$ cat config.mk
export PLATFORM = sky130hd
export DESIGN_NAME = uart_core
export DESIGN_NICKNAME = d
export VERILOG_FILES = /design/src/include/uart_pkg.sv /design/src/logic/uart_core.sv
export SDC_FILE = /design/constraint.sdc
export NUM_CORES = 1
export LEC_CHECK = 0
export BUFFER_PORTS_ARGS = -buffer_cell sky130_fd_sc_hd__clkbuf_2
export CORE_MARGIN = 2
export CORE_UTILIZATION = 45
export CTS_CLUSTER_DIAMETER = 50
export DETAILED_ROUTE_END_ITERATION = 6
export GPL_ROUTABILITY_DRIVEN = 0
export PLACE_DENSITY = 0.67
export SLEW_MARGIN = 20
export SYNTH_ARGS = -nofsm -noshare
export SYNTH_HDL_FRONTEND = slang
export SYNTH_SLANG_ARGS = --single-unit
$ cat constraint.sdc
create_clock -name aclk -period 3.42 [get_ports aclk]
set_clock_uncertainty 0.05 [all_clocks]
set_input_delay 0.342 -clock aclk [delete_from_list [all_inputs] [get_ports aclk]]
set_output_delay 0.342 -clock aclk [all_outputs]
set_load 0.05 [all_outputs]
$ cat src/include/uart_pkg.sv
package uart_pkg;
   // ==========================================================
   // register indices (byte address is four times the index)
   localparam logic [5:0] IDX_BAUD_HI = 6'h03;
   localparam logic [5:0] IDX_BAUD_LO = 6'h09;
   localparam logic [5:0] IDX_CTRL    = 6'h0a;
   localparam logic [5:0] IDX_FLAGS   = 6'h0b;
   localparam logic [5:0] IDX_DATA    = 6'h0c;
   localparam int         ADDR_W      = 8;
   localparam int         DIV_W_DEF   = 12;
   // ==========================================================
   // serial_ctrl_enables fields
   localparam int C_RXIE  = 7;
   localparam int C_TX_DONE_IE = 6;
   localparam int C_TX_EMPTY_IE = 5;
   localparam int C_RXON  = 4;
   localparam int C_TXON  = 3;
   localparam int C_NINE  = 2;
   localparam int C_RX9   = 1;
   localparam int C_TX9   = 0;
   localparam logic [7:0] CTRL_RST = 8'h02;
   // ==========================================================
   // serial_flags_status fields
   localparam int F_RXC  = 7;
   localparam int F_TXC  = 6;
   localparam int F_MULTIPROC_MODE = 0;
   // ==========================================================
   // serial timing
   localparam logic [3:0] SMP_V1   = 4'h8;
   localparam logic [3:0] SMP_V2   = 4'h9;
   localparam logic [3:0] SMP_V3   = 4'ha;
   localparam logic [3:0] SMP_LAST = 4'hf;
   localparam logic [3:0] BITS8    = 4'ha;
   localparam logic [3:0] BITS9    = 4'hb;
   localparam logic [3:0] STOP8    = 4'h9;
   localparam logic [3:0] STOP9    = 4'ha;
   localparam logic [1:0] RESP_OK  = 2'h0;
   localparam logic [1:0] RESP_ERR = 2'h2;
   // ==========================================================
   // state types
   typedef enum logic {TX_IDLE = 1'b0, TX_SHIFT = 1'b1} tx_state_t;
   typedef enum logic {RX_IDLE = 1'b0, RX_BUSY = 1'b1} rx_state_t;
endpackage : uart_pkg

$ cat src/logic/uart_core.sv
// Overview of operation
// - tx_done set after stop bit, nothing pending
// - tx_done cleared by vector ack or one-write
// - tx_done interrupt when enabled and global on
// - tx_buf_empty set on holding-to-shifter move
// - empty interrupt is level while flag set
// - data register write clears tx_buf_empty
// - tx_buf_empty is one during reset
// - frame_err set by a low received stop bit, cleared by a high one
// - overrun shows after buffered character read
// - overrun cleared on successful receive transfer
// - flag bits two and one read zero
// - multiproc_mode drops non-address characters
// - rx_done interrupt when enabled and global on
// - receiver off sets no receive flags
// - tx_on clear drains pending characters first
// - nine_bit_char gives nine data bits
// - ninth received bit readable, resets one
// - tx_ninth_bit sent as ninth bit
// - baud is clock over sixteen times divisor+1
// - DIV_W-bit divisor (twelve by default) from high and low
// - sixteen samples, majority of eight-nine-ten
// - low start, data lsb first, high stop
// - reading receive data clears rx_done
// - data address splits write and read
//
// Design decision made here: register access over AXI4-Lite.
`timescale 1ns/10ps
module uart_core #(
   parameter int DIV_W = uart_pkg::DIV_W_DEF
) (
   input  wire logic                       aclk,
   input  wire logic                       aresetn,
   input  wire logic [uart_pkg::ADDR_W-1:0] awaddr,
   input  wire logic                       awvalid,
   output logic                            awready,
   input  wire logic [31:0]                wdata,
   input  wire logic [3:0]                 wstrb,
   input  wire logic                       wvalid,
   output logic                            wready,
   output logic [1:0]                      bresp,
   output logic                            bvalid,
   input  wire logic                       bready,
   input  wire logic [uart_pkg::ADDR_W-1:0] araddr,
   input  wire logic                       arvalid,
   output logic                            arready,
   output logic [31:0]                     rdata,
   output logic [1:0]                      rresp,
   output logic                            rvalid,
   input  wire logic                       rready,
   input  wire logic                       rxd,
   output logic                            txd,
   input  wire logic                       global_ie,
   input  wire logic                       tx_done_ack,
   output logic                            irq_rx_done,
   output logic                            irq_tx_done,
   output logic                            irq_tx_empty
);
   if (DIV_W < 9 || DIV_W > 12) begin : g_bad_div
      $error("DIV_W must lie in 9..12");
   end

   function automatic logic maj3(input logic a, b, c);
      maj3 = (a & b) | (a & c) | (b & c);
   endfunction : maj3

   function automatic logic [5:0] widx(input logic [7:0] a);
      widx = a[7:2];
   endfunction : widx

   // ==========================================================
   // bus slave state
   logic [7:0]  aw_addr_r, aw_addr_nxt;
   logic [7:0]  w_data_r, w_data_nxt;
   logic        w_strb_r, w_strb_nxt;
   logic        aw_have_r, aw_have_nxt, w_have_r, w_have_nxt;
   logic        awready_r, awready_nxt, wready_r, wready_nxt;
   logic        bvalid_r, bvalid_nxt, arready_r, arready_nxt;
   logic        rvalid_r, rvalid_nxt;
   logic [1:0]  bresp_r, bresp_nxt, rresp_r, rresp_nxt;
   logic [31:0] rdata_r, rdata_nxt;
   logic        wr_go, rd_go, wr_data, rx_read;
   logic [5:0]  rd_i;
   // ==========================================================
   // register state
   logic [7:0]       ctrl_r, ctrl_nxt, hold_r, hold_nxt;
   logic [7:0]       rx_data_r, rx_data_nxt;
   logic [7:0]       div_lo_r, div_lo_nxt;
   logic [DIV_W-9:0] div_hi_r, div_hi_nxt;
   logic [DIV_W-1:0] divisor;
   logic rxc_r, rxc_nxt, txc_r, txc_nxt, empty_r, empty_nxt;
   logic fe_r, fe_nxt, ovr_r, ovr_nxt, ovr_pend_r, ovr_pend_nxt;
   logic multiproc_mode_r, multiproc_mode_nxt;
   logic irq_rx_r, irq_rx_nxt, irq_txc_r, irq_txc_nxt;
   logic irq_emp_r, irq_emp_nxt;
   logic keep;
   // ==========================================================
   // baud and transmitter state
   logic [DIV_W-1:0] baud_cnt_r, baud_cnt_nxt;
   logic [3:0]       tx_sub_r, tx_sub_nxt, tx_left_r, tx_left_nxt;
   logic [10:0]      tx_sh_r, tx_sh_nxt;
   uart_pkg::tx_state_t tx_state_r, tx_state_nxt;
   logic             txd_r, txd_nxt, baud_tick, bit_tick;
   logic             tx_load, txc_set;
   // ==========================================================
   // receiver state
   uart_pkg::rx_state_t rx_state_r, rx_state_nxt;
   logic [3:0]      smp_r, smp_nxt, bidx_r, bidx_nxt;
   logic [8:0]      rsh_r, rsh_nxt;
   logic [1:0]      vote_r, vote_nxt;
   logic            rxd_s1_r, rxd_s2_r;
   logic            rx_end, rx_stop, rx_bit;

   // ==========================================================
   // axi4-lite slave
   assign wr_go   = aw_have_r & w_have_r & ~bvalid_r;
   assign rd_go   = arvalid & arready_r;
   assign rd_i    = widx(araddr);
   assign wr_data = wr_go & w_strb_r
                    & (widx(aw_addr_r) == uart_pkg::IDX_DATA);
   assign rx_read = rd_go & (rd_i == uart_pkg::IDX_DATA);

   always_comb begin
      aw_addr_nxt = aw_addr_r;
      w_data_nxt  = w_data_r;
      w_strb_nxt  = w_strb_r;
      aw_have_nxt = aw_have_r;
      w_have_nxt  = w_have_r;
      bvalid_nxt  = bvalid_r;
      bresp_nxt   = bresp_r;
      rvalid_nxt  = rvalid_r;
      rresp_nxt   = rresp_r;
      rdata_nxt   = rdata_r;
      if (awvalid && awready_r) begin
         aw_addr_nxt = awaddr;
         aw_have_nxt = 1'b1;
      end
      if (wvalid && wready_r) begin
         w_data_nxt = wdata[7:0];
         w_strb_nxt = wstrb[0];
         w_have_nxt = 1'b1;
      end
      if (bvalid_r && bready)
         bvalid_nxt = 1'b0;
      if (wr_go) begin
         aw_have_nxt = 1'b0;
         w_have_nxt  = 1'b0;
         bvalid_nxt  = 1'b1;
         case (widx(aw_addr_r))
            uart_pkg::IDX_BAUD_HI, uart_pkg::IDX_BAUD_LO,
            uart_pkg::IDX_CTRL, uart_pkg::IDX_FLAGS,
            uart_pkg::IDX_DATA: bresp_nxt = uart_pkg::RESP_OK;
            default: bresp_nxt = uart_pkg::RESP_ERR;
         endcase
      end
      if (rvalid_r && rready)
         rvalid_nxt = 1'b0;
      if (rd_go) begin
         rvalid_nxt = 1'b1;
         rresp_nxt  = uart_pkg::RESP_OK;
         rdata_nxt  = 32'h0;
         case (rd_i)
            uart_pkg::IDX_BAUD_HI: rdata_nxt[DIV_W-9:0] = div_hi_r;
            uart_pkg::IDX_BAUD_LO: rdata_nxt[7:0] = div_lo_r;
            uart_pkg::IDX_CTRL:
               rdata_nxt[7:0] = {ctrl_r[7:1], 1'b0};
            uart_pkg::IDX_FLAGS:
               rdata_nxt[7:0] = {rxc_r, txc_r, empty_r, fe_r,
                                 ovr_r, 2'b00, multiproc_mode_r};
            uart_pkg::IDX_DATA: rdata_nxt[7:0] = rx_data_r;
            default: rresp_nxt = uart_pkg::RESP_ERR;
         endcase
      end
      awready_nxt = ~aw_have_nxt & ~bvalid_nxt;
      wready_nxt  = ~w_have_nxt & ~bvalid_nxt;
      arready_nxt = ~rvalid_nxt;
   end

   always_ff @(posedge aclk) begin
      if (!aresetn) begin
         aw_addr_r <= 8'h00;
         w_data_r  <= 8'h00;
         w_strb_r  <= 1'b0;
         aw_have_r <= 1'b0;
         w_have_r  <= 1'b0;
         awready_r <= 1'b0;
         wready_r  <= 1'b0;
         bvalid_r  <= 1'b0;
         bresp_r   <= uart_pkg::RESP_OK;
         arready_r <= 1'b0;
         rvalid_r  <= 1'b0;
         rresp_r   <= uart_pkg::RESP_OK;
         rdata_r   <= 32'h0;
      end else begin
         aw_addr_r <= aw_addr_nxt;
         w_data_r  <= w_data_nxt;
         w_strb_r  <= w_strb_nxt;
         aw_have_r <= aw_have_nxt;
         w_have_r  <= w_have_nxt;
         awready_r <= awready_nxt;
         wready_r  <= wready_nxt;
         bvalid_r  <= bvalid_nxt;
         bresp_r   <= bresp_nxt;
         arready_r <= arready_nxt;
         rvalid_r  <= rvalid_nxt;
         rresp_r   <= rresp_nxt;
         rdata_r   <= rdata_nxt;
      end
   end

   // ==========================================================
   // baud divider and transmitter
   assign divisor   = {div_hi_r, div_lo_r};
   assign baud_tick = (baud_cnt_r == '0);
   assign bit_tick  = baud_tick & (tx_sub_r == uart_pkg::SMP_LAST);

   always_comb begin
      baud_cnt_nxt = baud_tick ? divisor : baud_cnt_r - 1'b1;
      tx_sub_nxt   = baud_tick ? tx_sub_r + 4'h1 : tx_sub_r;
      tx_state_nxt = tx_state_r;
      tx_sh_nxt    = tx_sh_r;
      tx_left_nxt  = tx_left_r;
      txd_nxt      = txd_r;
      tx_load      = 1'b0;
      txc_set      = 1'b0;
      case (tx_state_r)
         uart_pkg::TX_IDLE: begin
            txd_nxt = 1'b1;
            tx_load = ~empty_r & ~wr_data & ctrl_r[uart_pkg::C_TXON];
         end
         uart_pkg::TX_SHIFT: begin
            if (bit_tick) begin
               if (tx_left_r != 4'h0) begin
                  txd_nxt     = tx_sh_r[0];
                  tx_sh_nxt   = {1'b1, tx_sh_r[10:1]};
                  tx_left_nxt = tx_left_r - 4'h1;
               end else if (!empty_r) begin
                  tx_load = ~wr_data;
               end else begin
                  txc_set      = 1'b1;
                  tx_state_nxt = uart_pkg::TX_IDLE;
               end
            end
         end
         default: tx_state_nxt = uart_pkg::TX_IDLE;
      endcase
      if (tx_load) begin
         tx_state_nxt = uart_pkg::TX_SHIFT;
         if (ctrl_r[uart_pkg::C_NINE]) begin
            tx_sh_nxt   = {1'b1, ctrl_r[uart_pkg::C_TX9],
                           hold_r, 1'b0};
            tx_left_nxt = uart_pkg::BITS9;
         end else begin
            tx_sh_nxt   = {2'b11, hold_r, 1'b0};
            tx_left_nxt = uart_pkg::BITS8;
         end
      end
   end

   always_ff @(posedge aclk) begin
      if (!aresetn) begin
         baud_cnt_r <= '0;
         tx_sub_r   <= 4'h0;
         tx_state_r <= uart_pkg::TX_IDLE;
         tx_sh_r    <= 11'h7ff;
         tx_left_r  <= 4'h0;
         txd_r      <= 1'b1;
      end else begin
         baud_cnt_r <= baud_cnt_nxt;
         tx_sub_r   <= tx_sub_nxt;
         tx_state_r <= tx_state_nxt;
         tx_sh_r    <= tx_sh_nxt;
         tx_left_r  <= tx_left_nxt;
         txd_r      <= txd_nxt;
      end
   end

   // ==========================================================
   // receiver
   always_comb begin
      rx_state_nxt = rx_state_r;
      smp_nxt      = smp_r;
      bidx_nxt     = bidx_r;
      rsh_nxt      = rsh_r;
      vote_nxt     = vote_r;
      rx_end       = 1'b0;
      rx_bit       = maj3(vote_r[1], vote_r[0], rxd_s2_r);
      rx_stop      = rx_bit;
      case (rx_state_r)
         uart_pkg::RX_IDLE: begin
            if (baud_tick && !rxd_s2_r) begin
               rx_state_nxt = uart_pkg::RX_BUSY;
               smp_nxt      = 4'h1;
               bidx_nxt     = 4'h0;
            end
         end
         uart_pkg::RX_BUSY: begin
            if (baud_tick) begin
               smp_nxt = smp_r + 4'h1;
               if (smp_r == uart_pkg::SMP_V1)
                  vote_nxt[0] = rxd_s2_r;
               if (smp_r == uart_pkg::SMP_V2)
                  vote_nxt[1] = rxd_s2_r;
               if (smp_r == uart_pkg::SMP_V3) begin
                  if (bidx_r == 4'h0 && rx_bit)
                     rx_state_nxt = uart_pkg::RX_IDLE;
                  else if (bidx_r == (ctrl_r[uart_pkg::C_NINE] ?
                           uart_pkg::STOP9 : uart_pkg::STOP8)) begin
                     rx_end       = 1'b1;
                     rx_state_nxt = uart_pkg::RX_IDLE;
                  end else if (bidx_r != 4'h0)
                     rsh_nxt = {rx_bit, rsh_r[8:1]};
               end
               if (smp_r == uart_pkg::SMP_LAST)
                  bidx_nxt = bidx_r + 4'h1;
            end
         end
         default: rx_state_nxt = uart_pkg::RX_IDLE;
      endcase
      if (!ctrl_r[uart_pkg::C_RXON]) begin
         rx_state_nxt = uart_pkg::RX_IDLE;
         rx_end       = 1'b0;
      end
   end

   always_ff @(posedge aclk) begin
      if (!aresetn) begin
         rxd_s1_r   <= 1'b1;
         rxd_s2_r   <= 1'b1;
         rx_state_r <= uart_pkg::RX_IDLE;
         smp_r      <= 4'h0;
         bidx_r     <= 4'h0;
         rsh_r      <= 9'h000;
         vote_r     <= 2'b11;
      end else begin
         rxd_s1_r   <= rxd;
         rxd_s2_r   <= rxd_s1_r;
         rx_state_r <= rx_state_nxt;
         smp_r      <= smp_nxt;
         bidx_r     <= bidx_nxt;
         rsh_r      <= rsh_nxt;
         vote_r     <= vote_nxt;
      end
   end

   // ==========================================================
   // control, status and data registers
   assign keep = ~multiproc_mode_r | (ctrl_r[uart_pkg::C_NINE] ?
                 rsh_r[8] : rx_stop);

   always_comb begin
      ctrl_nxt     = ctrl_r;
      hold_nxt     = hold_r;
      rx_data_nxt  = rx_data_r;
      div_lo_nxt   = div_lo_r;
      div_hi_nxt   = div_hi_r;
      rxc_nxt      = rxc_r;
      txc_nxt      = txc_r;
      empty_nxt    = empty_r;
      fe_nxt       = fe_r;
      ovr_nxt      = ovr_r;
      ovr_pend_nxt = ovr_pend_r;
      multiproc_mode_nxt     = multiproc_mode_r;
      if (rx_read) begin
         rxc_nxt      = 1'b0;
         ovr_nxt      = ovr_pend_r;
         ovr_pend_nxt = 1'b0;
      end
      if (tx_done_ack)
         txc_nxt = 1'b0;
      if (wr_go && w_strb_r) begin
         case (widx(aw_addr_r))
            uart_pkg::IDX_CTRL:
               ctrl_nxt = {w_data_r[7:2], ctrl_r[uart_pkg::C_RX9],
                           w_data_r[0]};
            uart_pkg::IDX_FLAGS: begin
               if (w_data_r[uart_pkg::F_TXC])
                  txc_nxt = 1'b0;
               multiproc_mode_nxt = w_data_r[uart_pkg::F_MULTIPROC_MODE];
            end
            uart_pkg::IDX_BAUD_HI: div_hi_nxt = w_data_r[DIV_W-9:0];
            uart_pkg::IDX_BAUD_LO: div_lo_nxt = w_data_r;
            uart_pkg::IDX_DATA: begin
               hold_nxt  = w_data_r;
               empty_nxt = 1'b0;
            end
            default: ;
         endcase
      end
      if (tx_load)
         empty_nxt = 1'b1;
      if (txc_set)
         txc_nxt = 1'b1;
      if (rx_end && keep) begin
         if (rxc_r && !rx_read)
            ovr_pend_nxt = 1'b1;
         else begin
            rxc_nxt = 1'b1;
            fe_nxt  = ~rx_stop;
            ovr_nxt = ovr_nxt & rx_read;
            if (ctrl_r[uart_pkg::C_NINE]) begin
               rx_data_nxt              = rsh_r[7:0];
               ctrl_nxt[uart_pkg::C_RX9] = rsh_r[8];
            end else
               rx_data_nxt = rsh_r[8:1];
         end
      end
      irq_rx_nxt  = rxc_r & ctrl_r[uart_pkg::C_RXIE]
                    & global_ie;
      irq_txc_nxt = txc_r & ctrl_r[uart_pkg::C_TX_DONE_IE]
                    & global_ie;
      irq_emp_nxt = empty_r & ctrl_r[uart_pkg::C_TX_EMPTY_IE]
                    & global_ie;
   end

   always_ff @(posedge aclk) begin
      if (!aresetn) begin
         ctrl_r     <= uart_pkg::CTRL_RST;
         hold_r     <= 8'h00;
         rx_data_r  <= 8'h00;
         div_lo_r   <= 8'h00;
         div_hi_r   <= '0;
         rxc_r      <= 1'b0;
         txc_r      <= 1'b0;
         empty_r    <= 1'b1;
         fe_r       <= 1'b0;
         ovr_r      <= 1'b0;
         ovr_pend_r <= 1'b0;
         multiproc_mode_r     <= 1'b0;
         irq_rx_r   <= 1'b0;
         irq_txc_r  <= 1'b0;
         irq_emp_r  <= 1'b0;
      end else begin
         ctrl_r     <= ctrl_nxt;
         hold_r     <= hold_nxt;
         rx_data_r  <= rx_data_nxt;
         div_lo_r   <= div_lo_nxt;
         div_hi_r   <= div_hi_nxt;
         rxc_r      <= rxc_nxt;
         txc_r      <= txc_nxt;
         empty_r    <= empty_nxt;
         fe_r       <= fe_nxt;
         ovr_r      <= ovr_nxt;
         ovr_pend_r <= ovr_pend_nxt;
         multiproc_mode_r     <= multiproc_mode_nxt;
         irq_rx_r   <= irq_rx_nxt;
         irq_txc_r  <= irq_txc_nxt;
         irq_emp_r  <= irq_emp_nxt;
      end
   end

   assign awready      = awready_r;
   assign wready       = wready_r;
   assign bvalid       = bvalid_r;
   assign bresp        = bresp_r;
   assign arready      = arready_r;
   assign rvalid       = rvalid_r;
   assign rresp        = rresp_r;
   assign rdata        = rdata_r;
   assign txd          = txd_r;
   assign irq_rx_done  = irq_rx_r;
   assign irq_tx_done  = irq_txc_r;
   assign irq_tx_empty = irq_emp_r;

   // ==========================================================
   // checks
   property p_empty_reset;
      @(posedge aclk) !aresetn |=> empty_r;
   endproperty
   a_empty_reset: assert property (p_empty_reset)
      else $error("empty flag not set by reset");

   property p_write_clears;
      @(posedge aclk) disable iff (!aresetn)
      wr_data |=> !empty_r ##1 (empty_r == $past(tx_load));
   endproperty
   a_write_clears: assert property (p_write_clears)
      else $error("data write did not clear empty flag");

   property p_idle_high;
      @(posedge aclk) disable iff (!aresetn)
      (tx_state_r == uart_pkg::TX_IDLE) |-> txd_r;
   endproperty
   a_idle_high: assert property (p_idle_high)
      else $error("transmit line low while idle");

   property p_rx_off;
      @(posedge aclk) disable iff (!aresetn)
      $rose(rxc_r) |-> $past(ctrl_r[uart_pkg::C_RXON]);
   endproperty
   a_rx_off: assert property (p_rx_off)
      else $error("receive flag set while receiver off");

   property p_rx_read;
      @(posedge aclk) disable iff (!aresetn)
      (rx_read && !rx_end) |=> !rxc_r;
   endproperty
   a_rx_read: assert property (p_rx_read)
      else $error("data read did not clear rx_done");

   property p_empty_irq;
      @(posedge aclk) disable iff (!aresetn)
      (empty_r && ctrl_r[uart_pkg::C_TX_EMPTY_IE] && global_ie)[*2]
      |-> irq_tx_empty;
   endproperty
   a_empty_irq: assert property (p_empty_irq)
      else $error("empty request not held as a level");

   property p_baud_one;
      @(posedge aclk) disable iff (!aresetn)
      (baud_tick && divisor == 12'h001 && $stable(divisor))
      |=> !baud_tick ##1 baud_tick;
   endproperty
   a_baud_one: assert property (p_baud_one)
      else $error("divisor one gives wrong tick spacing");

   property p_reserved;
      @(posedge aclk) disable iff (!aresetn)
      (rd_go && rd_i == uart_pkg::IDX_FLAGS) |=> rdata[2:1] == 2'b00;
   endproperty
   a_reserved: assert property (p_reserved)
      else $error("reserved flag bits read nonzero");

   property p_txc_set;
      @(posedge aclk) disable iff (!aresetn)
      txc_set |=> txc_r && tx_state_r == uart_pkg::TX_IDLE;
   endproperty
   a_txc_set: assert property (p_txc_set)
      else $error("tx_done not set at end of frame");
endmodule : uart_core

==> qor.yml, run 1 <==
status: "finished, final reports clean"
rows: 42
io_pins: 107
dp_hpwl_um: 9627
synth-main-ff-cell: "dfxtp_1"
port_buffers: 49
die_y_um: 119.5
placed_cells: 873
drc: 0
die_w_um: 119.5
worst_setup_path_start_kind: "register"
drive_gt1_share_pct: 14.81
synthAdderAreaFrac_pct: 2.250
dpl-instance-area_mm2: 0.006324
required_ns: 3.66
cts_buffer_depth: 2
finalSetupViolations: 0
via_per_inst: 5.409
num_vias: 4895
peakVddDrop_mv: 0.4689
total_power_mw: 4.348
cap_violations: 0
cts_tree: "done"
finalInstanceArea_mm2: 0.006984
fmax_mhz: 366.5
post-place-ws_ns: 0.7139
synthArstFlopShare_pct: 0
rsz0062_at_grt: "no"
cp_max_fo: 14
fin_util_pct: 53.16
cp-end-kind: "register"
layout.cells.non_filler: 905
syn_area_mm2: 0.006005
whs_ns: 0.04585
cts_buffers: 17
cts-htree-levels: 4
cts_setup_buffers: 0
ys_seq_area_share_pct: 44.01
antenna_cells: 0
synth_compound_area_share_pct: 17.13
yosys.area_share.simple_pct: 19.48
synth_mux_area_share_pct: 8.606
nets: 788
setup-tns-final_ns: 0
die-area_mm2: 0.01428
hold_class: "in2reg"
cellLeakagePower_nw: 2.732
cts_hold_buf: 0
wl_um: 13640
start_util_pct: 45.70
fin_crit_sh_pct: 79.78
grt_max_degree: 91
clock_latency_ns: 0.42
wl_per_cell_um: 15.07
ys_warn_count: 0
worst-path-buf-inv: 1
cp_slowest_cell: "or3b_2"
drt_iter0_drc: 334
critical-path-top-delay-family: "simple AND/OR/NAND/NOR gates"
ctsResizeCount: 0
netlist_instances: 676
grt_pass1_vias: 4624
root_buffer: "clkbuf_16"
setup.worst_path.class: "reg2reg"
syn_area_per_cell_um2: 8.882
synthDistinctLibCells: 63
dr.pass1.iters: 5
clkSinkCount: 132
synthXorXnorAreaFrac_pct: 1.750
synth-seq-cells: 132
worst_pin_slew_ns: 0.8402
antenna_found_initial: 0
grt_pass1_wl_um: 22600
hold_viol: 0
slew_headroom_pct: 43.47
syn_to_final_growth_pct: 16.32
final.setup.worst_slack_ns: 0.6917
grt_use_total_pct: 19.87
slew_viol_final: 0
arrival_ns: 2.97
synth_edf_count: 0
max_stage_delay_ns: 0.54
ant_nets: 0
core_area_mm2: 0.01314
period_needed_ns: 2.728
power_density_mw_per_mm2: 622.5
path_clk_slew_ns: 0.05
grt_overflow_total: 0
path_cells: "inv_1 > ha_1 > or3b_2 > o41ai_4 > nand4b_2 > o32ai_1 > nand2_1"
synth_top_family_by_area: "simple AND/OR/NAND/NOR gates"
==> where the power goes <==
| group | internal (mW) | switching, mW |
|---|---|---|
| Sequential | 1.61 | 0.0785 |
| Clock | 1.37 | 0.651 |
| Combinational | 0.227 | 0.413 |
==> cells by family after synthesis <==
kind of cell	Yosys count
compound gates	157
xor+xnor	12
fa+ha+maj	11
buf+inv	80
flops	132
mux	51
other cells	1
simple gates	232
==> final cells by class <==
type / count / area, µm²
Clock buffer: 23 / 488.0
Inverter: 14 / 52.55
Sequential cell: 132 / 2643
Fill cell: 1168 / 6153
Timing Repair Buffer: 62 / 355.3
Tap cell: 176 / 220.2
Clock inverter: 9 / 172.7
Multi-Input combinational cell: 489 / 3053
==> per-layer routing <==
metal	GRT usage (%)	routed length [µm]	vias up
li1	-	-	2454
met1	25.62	6210	2328
met2	31.93	6593	86
met3	4.515	509	27
met4	8.750	329	0
met5	0	0	-
==> cells in the mapped netlist (all sizes together), types with 9 or more instances <==
cell | instances | area (µm²)
a211oi | 15 | 112.6
a21oi | 65 | 325.3
a22oi | 13 | 97.59
buf | 33 | 226.5
clkbuf | 33 | 123.9
dfxtp | 132 | 2643
ha | 10 | 125.1
inv | 14 | 52.55
mux2i | 46 | 460.4
nand2 | 45 | 168.9
nand2b | 9 | 56.30
nand3 | 25 | 125.1
nor2 | 74 | 277.8
nor3 | 24 | 120.1
o21ai | 21 | 105.1
==> worst register-to-register path: cells and delay by family, from the launching register on <==
family	cells	cell delay, ns
buffers and inverters	1	0.06
adder cells (fa/ha/maj)	1	0.20
AO/OA/AOI/OAI	2	0.84
AND/OR/NAND/NOR	3	1.12
flip-flops	1	0.33
==> flip-flops by register name (all words and copies together) (netlist names), 2 cells and up <==
name / flops
ctrl_r: 8
div_lo_r: 8
div_hi_r: 4
baud_cnt_r: 12
aw_addr_r: 6
rsh_r: 9
tx_left_r: 4
smp_r: 4
rx_data_r: 8
tx_sh_r: 10
rdata: 8
vote_r: 2
bidx_r: 4
w_data_r: 8
tx_sub_r: 4
hold_r: 8
==> layout by cell type (no fill, tap or decap), types with 5 or more instances in the layout <==
| master | Yosys | routed |
|---|---|---|
| nand3_1 | 25 | 25 |
| a22oi_1 | 13 | 13 |
| inv_1 | 14 | 13 |
| nor3_1 | 24 | 24 |
| o2bb2ai_1 | 5 | 5 |
| clkbuf_2 | 0 | 49 |
| ha_1 | 10 | 10 |
| and2_1 | 6 | 6 |
| o31ai_1 | 5 | 5 |
| nand2b_1 | 9 | 9 |
| clkbuf_16 | 0 | 17 |
| nand2_1 | 45 | 45 |
| a21oi_1 | 65 | 65 |
| conb_1 | 1 | 26 |
| mux2i_1 | 46 | 46 |
| and3_1 | 7 | 7 |
| bufinv_16 | 0 | 5 |
| xnor2_1 | 6 | 6 |
| nor3b_1 | 7 | 7 |
| nand3b_1 | 8 | 8 |
| nand4_1 | 5 | 5 |
| buf_4 | 26 | 12 |
| nor2_1 | 74 | 74 |
| xor2_1 | 6 | 6 |
| nor4_1 | 5 | 5 |
| o21ai_0 | 21 | 21 |
| dfxtp_1 | 132 | 132 |
| a211oi_1 | 15 | 15 |
| mux2_2 | 5 | 5 |
==> path summary, 6_finish.rpt <==
kind,from,end,slack [ns],cells after the start
worst min-delay path,rxd,rxd_s1_r,0.05,2
worst min register to register,rxd_s1_r,rxd_s2_r,0.35,1
worst max register to register,baud_cnt_r[0],tx_sh_r[9],0.69,7
worst max-delay path,baud_cnt_r[0],tx_sh_r[9],0.69,7
No activity file was read; power rests on OpenSTA's default activity.
==> run 2, diff against run 1 <==
ABC_AREA = 1   (was unset)
PLACE_DENSITY = 0.69   (was 0.67)
clock period = 2.39 ns   (was 3.42 ns; I/O delays follow)
==> run 2 against run 1 <==
Effect of this change: synthesized area grew 2.4%; total power grew 38%; sequential share of layout area shrank 0.67 points; clock power grew 35%; count of clock-buffer cells in the layout grew 2; first-iteration DRC count grew 1.5%; flip-flop and latch count is the same; highest routed layer unchanged; largest power group unchanged; worst setup slack lost 0.32 ns; wire length grew 1.6%; final area grew 1.8%.
==> qor.yml, run 2 <==
hold_viol: 0
die_y_um: 120.9
antenna_found_initial: 0
required_ns: 2.61
grt_overflow_total: 0
grt_pass1_vias: 4746
synth_top_family_by_area: "simple AND/OR/NAND/NOR gates"
cts_buffer_depth: 2
reg_top3: "baud_cnt_r (12), tx_sh_r (10), rsh_r (9)"
rsz0062_at_grt: "no"
cap_violations: 0
ys_warn_count: 0
cts_setup_buffers: 0
ctsResizeCount: 0
cp-end-kind: "register"
antenna_cells: 0
yosys.area_share.simple_pct: 25.91
largest_reg_flops: 12
endpoint: "tx_sh_r[9]"
start_util_pct: 46.25
period_needed_ns: 2.020
layout_commonest_cell: "nand2_1"
fin_util_pct: 53.47
cts_tree: "done"
largest_register: "baud_cnt_r"
synth_mux_area_share_pct: 0
power_density_mw_per_mm2: 844.7
r2r-end: "tx_sh_r[9]"
status: "finished, final reports clean"
finalInstanceArea_mm2: 0.007109
synth-seq-cells: 132
clkSinkCount: 132
worst_setup_path_start_kind: "register"
yosys.area.top_type_share_pct: 42.98
dp_hpwl_um: 9913
cts_buffers: 17
core_area_mm2: 0.01330
synth_top_area_cell: "dfxtp_1"
r2r-start: "baud_cnt_r[0]"
drt_iter0_drc: 339
finalSetupViolations: 0
io_pins: 107
netlist_instances: 851
num_vias: 5326
peakVddDrop_mv: 0.4307
via_per_inst: 4.873
crit_start: "baud_cnt_r[0]"
slew_viol_final: 0
setup-tns-final_ns: 0
synthArstFlopShare_pct: 0
dr.pass1.iters: 5
grt_pass1_wl_um: 22840
grt_max_degree: 70
wl_um: 13870
cp_max_fo: 17
clock_latency_ns: 0.42
cts_hold_buf: 1
synth_compound_area_share_pct: 16.02
hold_class: "in2reg"
worst-r2r-setup-slack_ns: 0.37
wl_per_cell_um: 12.69
final_cell_mix: "nand2_1 (144), dfxtp_1 (132), nor2_1 (124)"
grt_use_total_pct: 20.06
slew_headroom_pct: 57.97
syn_area_mm2: 0.006148
synthXorXnorAreaFrac_pct: 0.9972
die-area_mm2: 0.01461
ys_seq_area_share_pct: 42.98
ant_nets: 0
synthAdderAreaFrac_pct: 2.035
port_buffers: 49
final.setup.worst_slack_ns: 0.3698
rows: 42
fmax_mhz: 495.0
die_w_um: 120.9
syn_area_per_cell_um2: 7.225
setup.worst_path.class: "reg2reg"
syn_to_final_growth_pct: 15.63
drive_gt1_share_pct: 14.61
reg2reg_depth: 11
fin_crit_sh_pct: 84.53
synthTopCellsByArea: "dfxtp_1 (43%), nand2_1 (8.8%), nor2_1 (7.6%), o21ai_0 (7.5%), inv_1 (5.9%)"
dpl-instance-area_mm2: 0.006475
cellLeakagePower_nw: 3.222
path_clk_slew_ns: 0.06
synthDistinctLibCells: 45
cts-htree-levels: 4
nets: 976
post-place-ws_ns: 0.3824
synth_edf_count: 0
synth_most_common_cell: "nand2_1"
worst_pin_slew_ns: 0.6304
drc: 0
yosys-top-cells-count: "nand2_1 (144), dfxtp_1 (132), nor2_1 (124)"
root_buffer: "clkbuf_16"
synth-main-ff-cell: "dfxtp_1"
arrival_ns: 2.24
==> run 2: cell count changes after synthesis, moves of 13 or more <==
cell	change
a211oi_1	-14
inv_1	+83
nor2_1	+50
o21ai_1	+13
mux2i_1	-46
nand2_1	+99
o21ai_0	+71
clkbuf_1	-13
nor3_1	-15
==> run 2: cell type report <==
| class | instances | area [µm²] |
|---|---|---|
| Multi-Input combinational cell | 582 | 2861 |
| Sequential cell | 132 | 2643 |
| Tap cell | 176 | 220.2 |
| Clock buffer | 25 | 505.5 |
| Timing Repair Buffer | 62 | 345.3 |
| Fill cell | 1290 | 6186 |
| Clock inverter | 7 | 118.9 |
| Inverter | 109 | 415.4 |
==> run 2: worst min-delay path by stage <==
stage / start / slack, ns / cells after the start / endpoint
2_1_floorplan: rxd / 0.30 / 1 / rxd_s1_r
3_3_place_gp: rxd_s1_r / 0.34 / 1 / rxd_s2_r
3_5_place_dp: rxd_s1_r / 0.35 / 1 / rxd_s2_r
4_1_cts: wdata[4] / 0.01 / 3 / w_data_r[4]
5_1_grt: awaddr[7] / 0.02 / 3 / aw_addr_r[7]
6_report: awaddr[7] / 0.03 / 3 / aw_addr_r[7]
==> run 2: metal layers <==
layer | share of wire, % | up-vias | track usage (%)
li1 | - | 2803 | -
met2 | 45 | 124 | 31.11
met3 | 4.6 | 25 | 5.122
met1 | 48 | 2374 | 26.66
met4 | 2.0 | 0 | 8.067
met5 | 0 | - | 0
==> run 2: cells by family after synthesis <==
logic type,count (synthesis)
AND/OR/NAND/NOR,356
AO/OA/AOI/OAI,183
buffers and inverters,162
flip-flops,132
adder cells (fa/ha/maj),10
XOR/XNOR,7
other,1
==> run 2: where the power goes <==
| part | switching (mW) | internal, mW |
|---|---|---|
| registers | 0.0953 | 2.32 |
| clock network | 0.940 | 1.78 |
| logic | 0.589 | 0.276 |
| total | 1.62 | 4.38 |
==> run 2: stage by stage <==
stage               instances  total power [mW]  hold slack, ns
floorplan                 876             3.157          0.2956
global placement         1060             3.308          0.3443
detailed placement       1060             3.326          0.3493
CTS                      1093             6.046         0.01115
global route             1093             6.267         0.02039
finish                   1093             6.005         0.02669
==> run 2: critical path: stages, from the launching register on <==
cell	delay, ns
dfxtp_1	0.31
inv_1	0.07
ha_1	0.21
nand2_2	0.10
nor2_4	0.18
nand3_1	0.14
nor2_1	0.11
nand2_1	0.09
nand2_2	0.23
nand2_1	0.14
o21ai_0	0.16
nand3_1	0.08
==> run 3, diff against run 2 <==
clock period = 1.8 ns   (was 2.39 ns; I/O delays follow)
==> run 3 against run 2 <==
Effect of this change: first-iteration DRC count rose by 18%; final area is 8.0% higher; critical path depth rose by 2; global-route usage rose by 1.1 points; count of clock-buffer cells in the layout unchanged; die area did not move; critical endpoint is now tx_sh_r[7]; highest routed layer unchanged.
==> qor.yml, run 3 (same netlist as run 2, synthesis figures left out) <==
status: "finished, final reports clean"
antenna_found_initial: 0
cts_buffer_depth: 2
hold_class: "in2reg"
num_vias: 5614
path_clk_slew_ns: 0.05
fmax_mhz: 570.1
cts_tree: "done"
clock_latency_ns: 0.41
reg_top3: "baud_cnt_r (12), tx_sh_r (10), rsh_r (9)"
cp_max_fo: 5
io_pins: 107
switching_share_pct: 27.30
dp_hpwl_um: 10330
power_density_mw_per_mm2: 1042
p_int_mw: 5.815
p_clk_share_pct: 41.2
nets: 1028
cp-end-kind: "register"
antenna_cells: 0
drt_iter0_drc: 401
worst_setup_path_start_kind: "register"
wl_per_cell_um: 13.14
final_cell_mix: "nand2_1 (141), dfxtp_1 (126), nor2_1 (118)"
fin_crit_sh_pct: 97.45
switchingPower_mw: 2.184
rsz0062_at_grt: "yes"
largest_reg_flops: 12
fill_cells: 1222
rows: 42
cellLeakagePower_nw: 3.518
port_buffers: 49
grt_pass1_vias: 5055
die_y_um: 120.9
peakVddDrop_mv: 0.6675
grt_pass1_wl_um: 24300
root_buffer: "clkbuf_16"
drc: 0
fin_util_pct: 57.75
cts-htree-levels: 4
cap_violations: 0
ant_nets: 0
total_power_mw: 7.999
slew_viol_final: 0
start_util_pct: 46.25
setup.worst_path.class: "reg2reg"
period_needed_ns: 1.754
hold_viol: 0
cts_buffers: 17
arrival_ns: 2.00
finalInstanceArea_mm2: 0.007677
core_area_mm2: 0.01330
largest_register: "baud_cnt_r"
drive_gt1_share_pct: 20.79
required_ns: 2.05
setup-tns-final_ns: 0
syn_to_final_growth_pct: 24.87
grt_use_total_pct: 21.12
dr.pass1.iters: 6
wl_um: 15020
multiInputGateArea_mm2: 0.003018
via_per_inst: 4.912
die_w_um: 120.9
reg2reg_depth: 13
dpl-instance-area_mm2: 0.006758
layout_commonest_cell: "nand2_1"
power_frac_comb_pct: 18.4
hold_path_depth: 3
die-area_mm2: 0.01461
grt_max_degree: 68
ff_latch_area_mm2: 0.002650
finalSetupViolations: 0
grt_overflow_total: 0
power_frac_seq_pct: 40.4
clkSinkCount: 132
-- run 3: cell count changes in the layout (fill, tap and decap cells not counted), moves of 6 or more --
cell           delta
buf_4            +32
dlygate4sd3_1    +11
o21ai_0           -7
buf_6             +6
dfxtp_1           -6
dfxtp_2           +6
nand3_1           -6
nor2_1            -6
-- run 3: final cells by class --
type	instances	share of cell area [%]
repair buffers	113	10.46
inverters	109	5.541
clock buffers	25	6.323
flip-flops and latches	132	34.52
well taps	176	2.868
clock inverters	5	0.9778
multi-input cells	583	39.31
-- run 3: through the flow --
step,instances,hold slack [ns],setup WS [ns]
after CTS,1138,0.0003422,0.004263
final,1143,0.001279,0.04581
after global placement,1094,0.3284,0.01534
after detailed placement,1094,0.3308,-0.02046
after global routing,1143,0.02704,-0.05002
after floorplan,876,0.2366,0.06134
-- run 3: worst paths after layout --
path                       from         end  slack [ns]
setup reg to reg  baud_cnt_r[0]  tx_sh_r[7]        0.05
hold / removal         wstrb[0]    w_strb_r       0.001
hold reg to reg        rxd_s1_r    rxd_s2_r        0.37
setup / recovery  baud_cnt_r[0]  tx_sh_r[7]        0.05
-- run 3: critical path: stages, from the launching register on --
cell	delay [ns]
dfxtp_2	0.32
inv_2	0.07
ha_4	0.14
nand2_4	0.05
nor2_4	0.15
buf_6	0.12
nand4_1	0.13
nor2_4	0.21
buf_6	0.13
nor2_4	0.04
nand3_2	0.06
nand2_1	0.05
inv_1	0.07
o21ai_2	0.06
-- run 3: metal layers --
metal / global-route usage, % / wire length, µm / vias to the layer above
met1: 28.15 / 6908 / 2538
met3: 4.746 / 678 / 20
li1: - / - / 2914
met2: 33.88 / 7217 / 142
met5: 0 / 0 / -
met4: 6.904 / 219 / 0
-- run 3: power groups by stage --
stage | Sequential [mW] | Combinational (mW) | Clock [mW]
after floorplan | 3.28 | 0.913 | 0
after global placement | 3.27 | 1.28 | 0
after detailed placement | 3.27 | 1.30 | 0
after CTS | 3.21 | 1.32 | 3.34
after global routing | 3.25 | 1.64 | 3.48
final | 3.23 | 1.47 | 3.30
-- run 3: timing repair --
item,CTS,global route
hold buffers,12,0
setup endpoints to repair,7,45
cloned,0,1
buffers inserted,2,4
resized for setup,3,53
pin swaps,2,13
hold endpoints to repair,12,0
